**src/swm_defines.svh**
```systemverilog
// Constants for the standby wake manager
`ifndef SWM_DEFINES_SVH
`define SWM_DEFINES_SVH
`define SWM_CLK_HZ          40000000
`define SWM_SEC_CYCLES      (`SWM_CLK_HZ)
`define SWM_GUARD_DEF_SEC   4'ha
`define SWM_GUARD_MIN_SEC   4'h1
`define SWM_GUARD_MAX_SEC   4'hf
`define SWM_PRESC_W         26
`define SWM_WAKE_W          8
`define SWM_WK_PANEL        0
`define SWM_WK_REMOTE       1
`define SWM_WK_ALARM        2
`define SWM_WK_WDOG         3
`define SWM_WK_OSCF         4
`define SWM_WK_PIN          5
`define SWM_WK_GPIO         6
`define SWM_WK_READY        7
`endif

```
**src/swm_pkg.sv**
```systemverilog
// Types shared by the standby wake manager ends
package swm_pkg;
  typedef enum logic [2:0] {
    SWM_ST_BOOT    = 3'b001,
    SWM_ST_RUN     = 3'b010,
    SWM_ST_STANDBY = 3'b100
  } swm_state_e;
  typedef logic [3:0] swm_period_t;
endpackage : swm_pkg

```
**src/swm_link_if.sv**
```systemverilog
// Link between the standby manager and the host
`timescale 1ns/1ps
interface swm_link_if;
  logic                 board_power_cut;
  logic                 host_ready;
  logic                 cmd_standby;
  logic                 guard_clear;
  logic                 guard_cfg_wr;
  logic                 guard_cfg_en;
  swm_pkg::swm_period_t guard_cfg_sec;
  modport dev  (output board_power_cut, input host_ready, cmd_standby, guard_clear,
                input guard_cfg_wr, guard_cfg_en, guard_cfg_sec);
  modport host (input board_power_cut, output host_ready, cmd_standby, guard_clear,
                output guard_cfg_wr, guard_cfg_en, guard_cfg_sec);
endinterface : swm_link_if

```
**src/swm_device.sv**
```systemverilog
// Standby wake manager, device end
//
// Overview of operation
// - Standby on ready fall, command, or timeout
// - In run, only timeout raises standby unprompted
// - After reset, power the board
// - No ready within guard period cuts power
// - Host raises ready before configuring
// - Ready assertion switches guard timer off
// - Host programs guard to keep it running
// - Power-on reset starts guard at 10s
// - Power cut low during normal operation
// - Host clears enabled guard before expiry
// - Host best leaves guard disabled
// - Eight wake sources recognised
// - Hot-key or wake pin rise ends standby
// - Standby release restarts guard timer
// - Wake period is programmed value, default 10s
// - Guard stopped throughout standby
// - Alarm wakes from standby only, ignored in run
// - Clear bit, 1-15s period, disable option
// - Guard starts on edges, not levels
// - Resume in run, reload on boot
`timescale 1ns/1ps
`include "swm_defines.svh"
module swm_device (
  input  wire logic                   sys_clk,    // 40 MHz clock
  input  wire logic                   resetn,     // Async reset, active low
  swm_link_if.dev                     link,       // Host link
  input  wire logic                   key_panel,  // Front-panel hot-key pulse
  input  wire logic                   key_remote, // Remote hot-key pulse
  input  wire logic                   rtc_alarm,  // Clock alarm pulse
  input  wire logic                   rtc_wdog,   // Clock watchdog pulse
  input  wire logic                   rtc_oscf,   // Oscillator fail pulse
  input  wire logic                   wake_pin,   // Wake pin level
  input  wire logic                   gpio_chg,   // GPIO change pulse
  output logic [`SWM_WAKE_W-1:0]      wake_cause, // Last wake source
  output logic                        guard_on    // Guard timer counting
);
  swm_pkg::swm_state_e  state_q;
  swm_pkg::swm_state_e  state_d;
  swm_pkg::swm_period_t period_q;
  logic                 guard_en_q;
  logic                 ready_q;
  logic                 wake_q;
  logic                 cut_q;
  logic [`SWM_WAKE_W-1:0] cause_q;
  wire  [`SWM_WAKE_W-1:0] wake_vec;
  wire                  ready_rise;
  wire                  ready_fall;
  wire                  pin_rise;
  wire                  any_wake;
  wire                  expire;
  wire                  tmr_load;
  wire                  tmr_run;
  wire                  in_run;
  wire                  in_boot;
  wire                  in_board_power_cut;
  wire                  cfg_ok;

  ////////////////////////////////////////////////////////////////////////
  // Edge detection, wake vector and state decode
  assign ready_rise = link.host_ready & ~ready_q;
  assign ready_fall = ~link.host_ready & ready_q;
  assign pin_rise   = wake_pin & ~wake_q;
  assign wake_vec[`SWM_WK_PANEL]  = key_panel;
  assign wake_vec[`SWM_WK_REMOTE] = key_remote;
  assign wake_vec[`SWM_WK_ALARM]  = rtc_alarm;
  assign wake_vec[`SWM_WK_WDOG]   = rtc_wdog;
  assign wake_vec[`SWM_WK_OSCF]   = rtc_oscf;
  assign wake_vec[`SWM_WK_PIN]    = pin_rise;
  assign wake_vec[`SWM_WK_GPIO]   = gpio_chg;
  assign wake_vec[`SWM_WK_READY]  = ready_rise;
  assign any_wake = |wake_vec;
  assign in_run   = (state_q == swm_pkg::SWM_ST_RUN);
  assign in_boot  = (state_q == swm_pkg::SWM_ST_BOOT);
  assign in_board_power_cut  = (state_q == swm_pkg::SWM_ST_STANDBY);
  assign cfg_ok   = link.guard_cfg_wr && (link.guard_cfg_sec >= `SWM_GUARD_MIN_SEC);

  ////////////////////////////////////////////////////////////////////////
  // Guard timer control
  // Reload on wake; reload on clear
  assign tmr_load = (in_board_power_cut && any_wake) || (in_run && link.guard_clear);
  // Stopped in standby; off while ready unless enabled; resume
  assign tmr_run  = in_boot || (in_run && guard_en_q);
  assign guard_on = tmr_run;

  swm_guard_timer u_guard (
    .sys_clk (sys_clk),
    .resetn  (resetn),
    .load    (tmr_load),
    .run     (tmr_run),
    .period  (period_q),
    .expire  (expire)
  );

  ////////////////////////////////////////////////////////////////////////
  // State transitions
  always_comb begin
    state_d = state_q;
    unique case (state_q)
      swm_pkg::SWM_ST_BOOT: begin
        if (expire || link.cmd_standby) state_d = swm_pkg::SWM_ST_STANDBY;
        else if (ready_rise)            state_d = swm_pkg::SWM_ST_RUN;
      end
      swm_pkg::SWM_ST_RUN: begin
        if (ready_fall || link.cmd_standby || expire) state_d = swm_pkg::SWM_ST_STANDBY;
      end
      swm_pkg::SWM_ST_STANDBY: begin
        if (any_wake) state_d = swm_pkg::SWM_ST_BOOT;
      end
      default: state_d = swm_pkg::SWM_ST_STANDBY;
    endcase
  end

  ////////////////////////////////////////////////////////////////////////
  // Registers
  // Boot with power on and 10s period
  always_ff @(posedge sys_clk or negedge resetn) begin
    if (!resetn) begin
      state_q <= swm_pkg::SWM_ST_BOOT;
      ready_q <= 1'b0;
      wake_q  <= 1'b0;
      cut_q   <= 1'b0;
      cause_q <= '0;
    end else begin
      state_q <= state_d;
      ready_q <= link.host_ready;
      wake_q  <= wake_pin;
      cut_q   <= (state_d == swm_pkg::SWM_ST_STANDBY);
      if (in_board_power_cut && any_wake) cause_q <= wake_vec;
    end
  end

  always_ff @(posedge sys_clk or negedge resetn) begin
    if (!resetn) begin
      period_q   <= `SWM_GUARD_DEF_SEC;
      guard_en_q <= 1'b0;
    end else if (cfg_ok) begin
      period_q   <= link.guard_cfg_sec;
      guard_en_q <= link.guard_cfg_en;
    end
  end

  assign link.board_power_cut = cut_q;
  assign wake_cause           = cause_q;
endmodule : swm_device

```
**src/swm_guard_timer.sv**
```systemverilog
// Guard timer: seconds countdown with load and hold
`timescale 1ns/1ps
`include "swm_defines.svh"
module swm_guard_timer (
  input  wire logic                 sys_clk,  // Clock
  input  wire logic                 resetn,   // Async reset, active low
  input  wire logic                 load,     // Restart from period
  input  wire logic                 run,      // Count when high
  input  wire swm_pkg::swm_period_t period,   // Period in seconds
  output logic                      expire    // One-cycle pulse at zero
);
  logic [`SWM_PRESC_W-1:0] presc_q;
  logic [3:0]              secs_q;
  wire                     tick;
  wire                     at_zero;
  assign tick    = (presc_q == `SWM_PRESC_W'(`SWM_SEC_CYCLES - 1));
  assign at_zero = (secs_q == 4'h1) && tick;
  always_ff @(posedge sys_clk or negedge resetn) begin
    if (!resetn) begin
      presc_q <= '0;
      secs_q  <= `SWM_GUARD_DEF_SEC;
      expire  <= 1'b0;
    end else begin
      expire <= 1'b0;
      if (load) begin
        presc_q <= '0;
        secs_q  <= period;
      end else if (run) begin
        presc_q <= tick ? '0 : presc_q + 1'b1;
        if (at_zero) begin
          secs_q <= period;
          expire <= 1'b1;
        end else if (tick) begin
          secs_q <= secs_q - 4'h1;
        end
      end
    end
  end
endmodule : swm_guard_timer

```
**src/flat_wrapper.sv**
```systemverilog
// flat-port wrapper written by rule: the top's interface ports become plain ports
module swm_device_flat 
  (sys_clk, resetn, key_panel, key_remote, rtc_alarm, rtc_wdog, rtc_oscf, wake_pin, gpio_chg, wake_cause, guard_on, link_board_power_cut, link_host_ready, link_cmd_standby, link_guard_clear, link_guard_cfg_wr, link_guard_cfg_en, link_guard_cfg_sec);
  swm_link_if link_i ();
  input  wire logic sys_clk;
  input  wire logic resetn;
  input  wire logic key_panel;
  input  wire logic key_remote;
  input  wire logic rtc_alarm;
  input  wire logic rtc_wdog;
  input  wire logic rtc_oscf;
  input  wire logic wake_pin;
  input  wire logic gpio_chg;
  output logic [`SWM_WAKE_W-1:0] wake_cause;
  output logic guard_on;
  output wire logic [$bits(link_i.board_power_cut)-1:0] link_board_power_cut;
  input wire logic [$bits(link_i.host_ready)-1:0] link_host_ready;
  input wire logic [$bits(link_i.cmd_standby)-1:0] link_cmd_standby;
  input wire logic [$bits(link_i.guard_clear)-1:0] link_guard_clear;
  input wire logic [$bits(link_i.guard_cfg_wr)-1:0] link_guard_cfg_wr;
  input wire logic [$bits(link_i.guard_cfg_en)-1:0] link_guard_cfg_en;
  input wire logic [$bits(link_i.guard_cfg_sec)-1:0] link_guard_cfg_sec;
  assign link_board_power_cut = link_i.board_power_cut;
  assign link_i.host_ready = link_host_ready;
  assign link_i.cmd_standby = link_cmd_standby;
  assign link_i.guard_clear = link_guard_clear;
  assign link_i.guard_cfg_wr = link_guard_cfg_wr;
  assign link_i.guard_cfg_en = link_guard_cfg_en;
  assign link_i.guard_cfg_sec = link_guard_cfg_sec;
  swm_device u_core (.sys_clk(sys_clk), .resetn(resetn), .link(link_i), .key_panel(key_panel), .key_remote(key_remote), .rtc_alarm(rtc_alarm), .rtc_wdog(rtc_wdog), .rtc_oscf(rtc_oscf), .wake_pin(wake_pin), .gpio_chg(gpio_chg), .wake_cause(wake_cause), .guard_on(guard_on));
endmodule
```
**config.mk**
```make
export PLATFORM = sky130hd
export DESIGN_NAME = swm_device_flat
export DESIGN_NICKNAME = d
export VERILOG_FILES = /design/src/swm_pkg.sv /design/src/swm_link_if.sv /design/src/swm_device.sv /design/src/swm_guard_timer.sv /design/src/flat_wrapper.sv
export VERILOG_INCLUDE_DIRS = /design/src /design/src/src
export SDC_FILE = /design/constraint.sdc
export NUM_CORES = 1
export LEC_CHECK = 0
export ABC_AREA = 1
export BUFFER_PORTS_ARGS = -buffer_cell sky130_fd_sc_hd__buf_2
export CAP_MARGIN = 40
export CORE_UTILIZATION = 25
export DETAILED_ROUTE_END_ITERATION = 16
export SLEW_MARGIN = 20
export SYNTH_ARGS = -nofsm -noshare
export SYNTH_HDL_FRONTEND = slang
export SYNTH_SLANG_ARGS = --single-unit
```
**constraint.sdc**
```tcl
create_clock -name sys_clk -period 4.2 [get_ports sys_clk]
set_clock_uncertainty 0.15 [all_clocks]
set_input_delay 0.21 -clock sys_clk [delete_from_list [all_inputs] [get_ports sys_clk]]
set_output_delay 0.21 -clock sys_clk [all_outputs]
set_load 0.005 [all_outputs]
```
**Word-level counts from Yosys, hierarchy flattened**

Cells that the tools add are included.

- Register bits: 50
- Bits of input ports: 18
- Output and inout port bits: 10
- Logic and storage cells: 54

- Add/subtract/negate cells: 2
- $lt $le $gt $ge: 1
- Equal/unequal tests: 6
- Muxes and demuxes: 15
- Bitwise gates (word level): 6
- Reductions and logical operators: 14

Operator list:

| operator | number |
|---|---|
| 2-to-1 mux 26 bit | 3 |
| adder 26 x 1 -> 26 bit (second input constant) | 1 |
| == test 26 bit (second input constant) | 1 |
| 2-to-1 mux 4 bit | 4 |
| 2-to-1 mux 3 bit | 4 |
| case mux 3 bit (3 select lines) | 1 |
| OR reduction 8 bit | 1 |
| == test 3 bit (second input constant) | 2 |
| logical AND 1 bit | 5 |
| logical OR 1 bit | 5 |
| == test 4 x 1 -> 1 bit (second input constant) | 1 |
| greater-or-equal comparator 4 x 1 -> 1 bit (second input constant) | 1 |
| subtractor 4 x 1 -> 4 bit (second input constant) | 1 |
| AND 1 bit | 3 |
| == test 3 x 1 -> 1 bit (second input constant) | 1 |
| == test 3 x 2 -> 1 bit (second input constant) | 1 |
| 2-to-1 mux 1 bit | 3 |
| inverter 1 bit | 3 |
| nonzero test 3 bit | 1 |
| AND reduction 2 bit | 1 |
| nonzero test 2 bit | 1 |

**Logic depth before layout (Yosys ltp)**

- Depth in word-level cells: 7
- Gate-level depth with buffers: 12
- Depth with buffers taken out: 11

**By module**

From an unflattened synthesis, not the netlist that was laid out.

- Cell total of the unflattened synthesis: 377
- Area, all modules: 2870.3 µm²

Modules (own cells, without submodules):

| module | times used | cells each | area an instance (µm²) | sequential area each (µm²) |
|---|---|---|---|---|
| swm_guard_timer | 1 | 275 | 1990.7 | 778.2 |
| swm_device | 1 | 102 | 879.6 | 479.2 |

**Worst setup path before layout**

Ideal clock, no wire load.

- Path type: flip-flop to flip-flop
- Start: reg u_core.u_guard.presc_q[0]
- End: reg u_core.u_guard.presc_q[10]
- Library setup time: 0.069 ns
- Data arrival time: 1.525 ns
- Required time: 3.981 ns
- Path slack: 2.456 ns
- Stages on the path, launching flop included: 12
- Path buffers: 1
- Clock period less this slack: 1.744 ns
- Path through: dfrtp_1 > ha_1 > nand3_1 > clkinv_2 > nand2_4 > nor2_4 > nand2_2 > nand2_2 > nand2_2 > buf_8 > nand2_2 > nor2_2

- Word-level cells in the longest chain between the ends: 4
- Elaborated cells on any way between the ends: 5
- Those cells by class: 1 x add/sub; 1 x eq/ne; 3 x mux

RTL lines:

| what | RTL line | source |
|---|---|---|
| start, declared | swm_guard_timer.sv:12 | `` logic [`SWM_PRESC_W-1:0] presc_q; `` |
| start signal, assigned | swm_guard_timer.sv:29 | `presc_q <= tick ? '0 : presc_q + 1'b1;` |
| adder 26 x 1 -> 26 bit / == test 26 bit (equally long branches) | swm_guard_timer.sv:29, swm_guard_timer.sv:16 |  |
| 2-to-1 mux 26 bit (*) | swm_guard_timer.sv:29 |  |
| 2-to-1 mux 26 bit (*) | swm_guard_timer.sv:28 | `end else if (run) begin` |
| 2-to-1 mux 26 bit (*) | swm_guard_timer.sv:25 | `if (load) begin` |

Mark *: on every way between the ends. The rest lies on a longest branch, timed or not. The select of a mux whose other input is x is not followed.
A chain may end at the register's enable or synchronous reset.

**Worst setup path in the final report**

- Start: in link_host_ready
- End: reg u_core.u_guard.presc_q[6]

- Word-level cells in the longest chain between the ends: 5
- Elaborated cells on any way between the ends: 6
- Those cells by class: 1 x mux; 1 x bitwise; 4 x reduce/logical

RTL lines:

| what | RTL line | source |
|---|---|---|
| start, declared | flat_wrapper.sv:17 | `input wire logic [$bits(link_i.host_ready)-1:0] link_host_ready;` |
| AND 1 bit (*) | swm_device.sv:63 | `assign ready_rise = link.host_ready & ~ready_q;` |
| OR reduction 8 bit (*) | swm_device.sv:74 | `assign any_wake = \|wake_vec;` |
| logical AND 1 bit (*) | swm_device.sv:83 | `assign tmr_load = (in_board_power_cut && any_wake) \|\| (in_run && link.guard_clear);` |
| logical OR 1 bit (*) | swm_device.sv:83 |  |
| 2-to-1 mux 26 bit / nonzero test 2 bit (equally long branches) | n/a |  |

Mark *: on every way between the ends. The rest lies on a longest branch, timed or not.

==> impl_metrics.tcl <==
set metrics [dict create \
    setup_violations 0 \
    synthCells 404 \
    drc 2 \
    drive_gt1_share_pct 21.7 \
    pre_cts_ws_ns 2.09 \
    htree_levels 2 \
    synth_area_per_cell_um2 7.46 \
    crit_top_cell "nand2_2" \
    cts_tree "built" \
    synth.distinct_cells 37 \
    drt-initial-drc-count 140 \
    grt_usage_pct 12.3 \
    utilization_pct 30.1 \
    cts_resized 0 \
    required_ns 4.27 \
    maxCapViolCount 0 \
    clock-sinks 50 \
    crit_family "simple AND/OR/NAND/NOR gates" \
    die_y_um 112 \
    nets 457 \
    hpwl_mm 5.58 \
    die_area_mm2 0.0125 \
    tightest_slew_ns 0.772 \
    finalSetupTns_ns 0 \
    start_kind "input pin" \
    hold_slack_ns 0.00299 \
    routed_via_density 4.56 \
    fill_cells 1211 \
    initial_utilization_pct 26.1 \
    cts_setup_buffers 0 \
    max-vdd-ir-drop_mv 0.193 \
    fin_crit_sh_pct 53.5 \
    worstPathCellList "dlygate4sd3_1 -> buf_2 -> nand2_2 -> nand2_1 -> nor2_2 -> nand2_2 -> nand2_4 -> nand3_4 -> nand2_2 -> o21ai_1 -> nor2_1" \
    dp.cells 569 \
    core_mm2 0.0116 \
    area_growth_pct 15.6 \
    grt_pass1_wl_mm 12.4 \
    hold_violations 0 \
    cpMaxStageDelayCell "dlygate4sd3_1" \
    io_pins 28 \
    yosysSeqAreaShare_pct 41.7 \
    rsz0062_at_grt "no" \
    violations "design-rule violations" \
    clk_pin_slew_worst_paths_ns 0.07 \
    vias 2647 \
    crit_fanout 26 \
    syn_nets 425 \
    slew_viol_final 0 \
    p_leak_nw 1.59 \
    critPathCaptureType "flip-flop" \
    hold_class "in2reg" \
    numPortBuffers 27 \
    yosys_warnings 0 \
    path_class "in2reg" \
    diodes 0 \
    clock.fmax_mhz 445 \
    clk_latency_ns 0.29 \
    ctsRootBufferMaster "clkbuf_16" \
    grt_antenna_before_repair 0 \
    synth-seq-cells 50 \
    cts_hold_buf 3 \
    cp.buffers_inverters 2 \
    ant_nets 0 \
    avgRoutedWirePerCell_um 12.6 \
    cts-buffers-inserted 5 \
    worstPathArrival_ns 2.32 \
    gp_congestion 0.905 \
    slowest_delay_ns 0.53 \
    fin_cells 580 \
    overflow 0 \
    routed_wl_mm 7.28 \
    num_rows 39 \
    grt_pass1_vias 2561 \
    status "finished with violations" \
    fin_ws_ns 1.95 \
    die_x_um 112 \
    synth_area_mm2 0.00301 \
    dr.pass1.iters 11 \
    grt_max_degree 51 \
    power.density_mw_per_mm2 486 \
    reg2reg_slack_ns 2.07 \
    fin_crit_ns 2.25 \
    relSlewSlack_pct 48.0 \
    cts_buffer_depth 2 \
]
## per-layer routing
| layer | vias up | wire length (um) | global-route usage, % |
|---|---|---|---|
| met5 | - | 0 | 0 |
| met2 | 60 | 3520 | 21.4 |
| met1 | 1238 | 3320 | 15.8 |
| li1 | 1343 | - | - |
| met4 | 0 | 96 | 4.05 |
| met3 | 6 | 334 | 1.52 |
## through the flow
step	total power [mW]	instance area [um^2]
after floorplan	1.11	3010
after global placement	1.22	3280
after detailed placement	1.24	3280
after CTS	1.72	3490
after global routing	1.81	3490
final	1.69	3490
## logic make-up after synthesis
kind of cell,Yosys count,share of synthesized area (%)
xor+xnor,7,2.03
compound gates,34,7.10
buf+inv,56,8.05
mux,2,0.747
simple gates,252,39.1
fa+ha+maj,3,1.25
flops,50,41.7
## layout make-up
cell class	instances	area, um^2	share of cell area (%)
Multi-Input combinational cell	298	1510	43.4
Sequential cell	50	1260	36.1
Inverter	50	189	5.42
Tap cell	143	179	5.13
Timing Repair Buffer	31	173	4.95
Clock buffer	5	125	3.59
Clock inverter	3	48.8	1.40
## registers in the layout, summed over array words and instances, names as in the netlist
register / flops
u_core.u_guard.secs_q: 4
u_core.ready_q: 1
u_core.guard_en_q: 1
u_core.link.board_power_cut: 1
u_core.period_q: 4
u_core.state_q: 3
u_core.u_guard.expire: 1
u_core.wake_cause: 8
u_core.u_guard.presc_q: 26
u_core.wake_q: 1
## cell usage after synthesis (all sizes together)
master  number  area, um^2
nand3       33         193
o21ai       21         109
clkbuf       1        3.75
nand4       11        68.8
inv         48         180
mux2         2        22.5
xnor2        2        17.5
o31ai        1        7.51
o21a         1        7.51
nor3        11        70.1
dfstp        5         131
o22ai        1        6.26
nand3b       1        7.51
dfrtp       45        1130
a21oi        9        67.6
clkinv       2        8.75
buf          5        50.0
nand2      139         579
nor3b        1        7.51
ha           3        37.5
xor2         5        43.8
nor2        56         253
o41ai        1        16.3
## power by group
part | switching [mW] | internal (mW) | leakage, nW | total [mW]
clock | 0.190 | 0.285 | 0.0819 | 0.475
sequential | 0.0618 | 0.583 | 0.645 | 0.644
combinational | 0.385 | 0.189 | 0.860 | 0.574
total | 0.636 | 1.06 | 1.59 | 1.69
## worst reg2reg max path, stage by stage, from the launching register on
cell	delay (ns)
dfstp_2	0.55
inv_2	0.05
nand3_2	0.07
inv_2	0.06
nand2_2	0.10
inv_2	0.05
a21oi_4	0.40
nand2_2	0.09
nand2_2	0.31
o21ai_1	0.12
nor2_1	0.10
## path summary, 6_finish.rpt
| path | from | to | depth (start not counted) |
|---|---|---|---|
| min in group asynchronous | resetn | u_core.u_guard.presc_q[25] | 3 |
| worst max register to register | u_core.state_q[0] | u_core.u_guard.presc_q[6] | 10 |
| worst max-delay path | link_host_ready | u_core.u_guard.presc_q[6] | 11 |
| max in group asynchronous | resetn | u_core.u_guard.presc_q[3] | 3 |
| worst min-delay path | link_guard_cfg_en | u_core.guard_en_q | 3 |
| worst min register to register | u_core.wake_q | u_core.wake_cause[5] | 1 |
## placed cells by master, fill, tap and decap left out, drive strengths merged
master,Yosys,final
a21oi,9,9
buf,5,28
bufinv,0,1
clkbuf,1,5
clkinv,2,2
clkinvlp,0,1
dfrtp,45,45
dfstp,5,5
dlygate4sd3,0,3
ha,3,3
inv,48,49
mux2,2,2
nand2,139,139
nand3,33,33
nand3b,1,1
nand4,11,11
nor2,56,56
nor3,11,11
nor3b,1,1
o21a,1,1
o21ai,21,21
o22ai,1,1
o31ai,1,1
o41ai,1,1
xnor2,2,2
xor2,5,5
(Power assumes the default switching activity.)
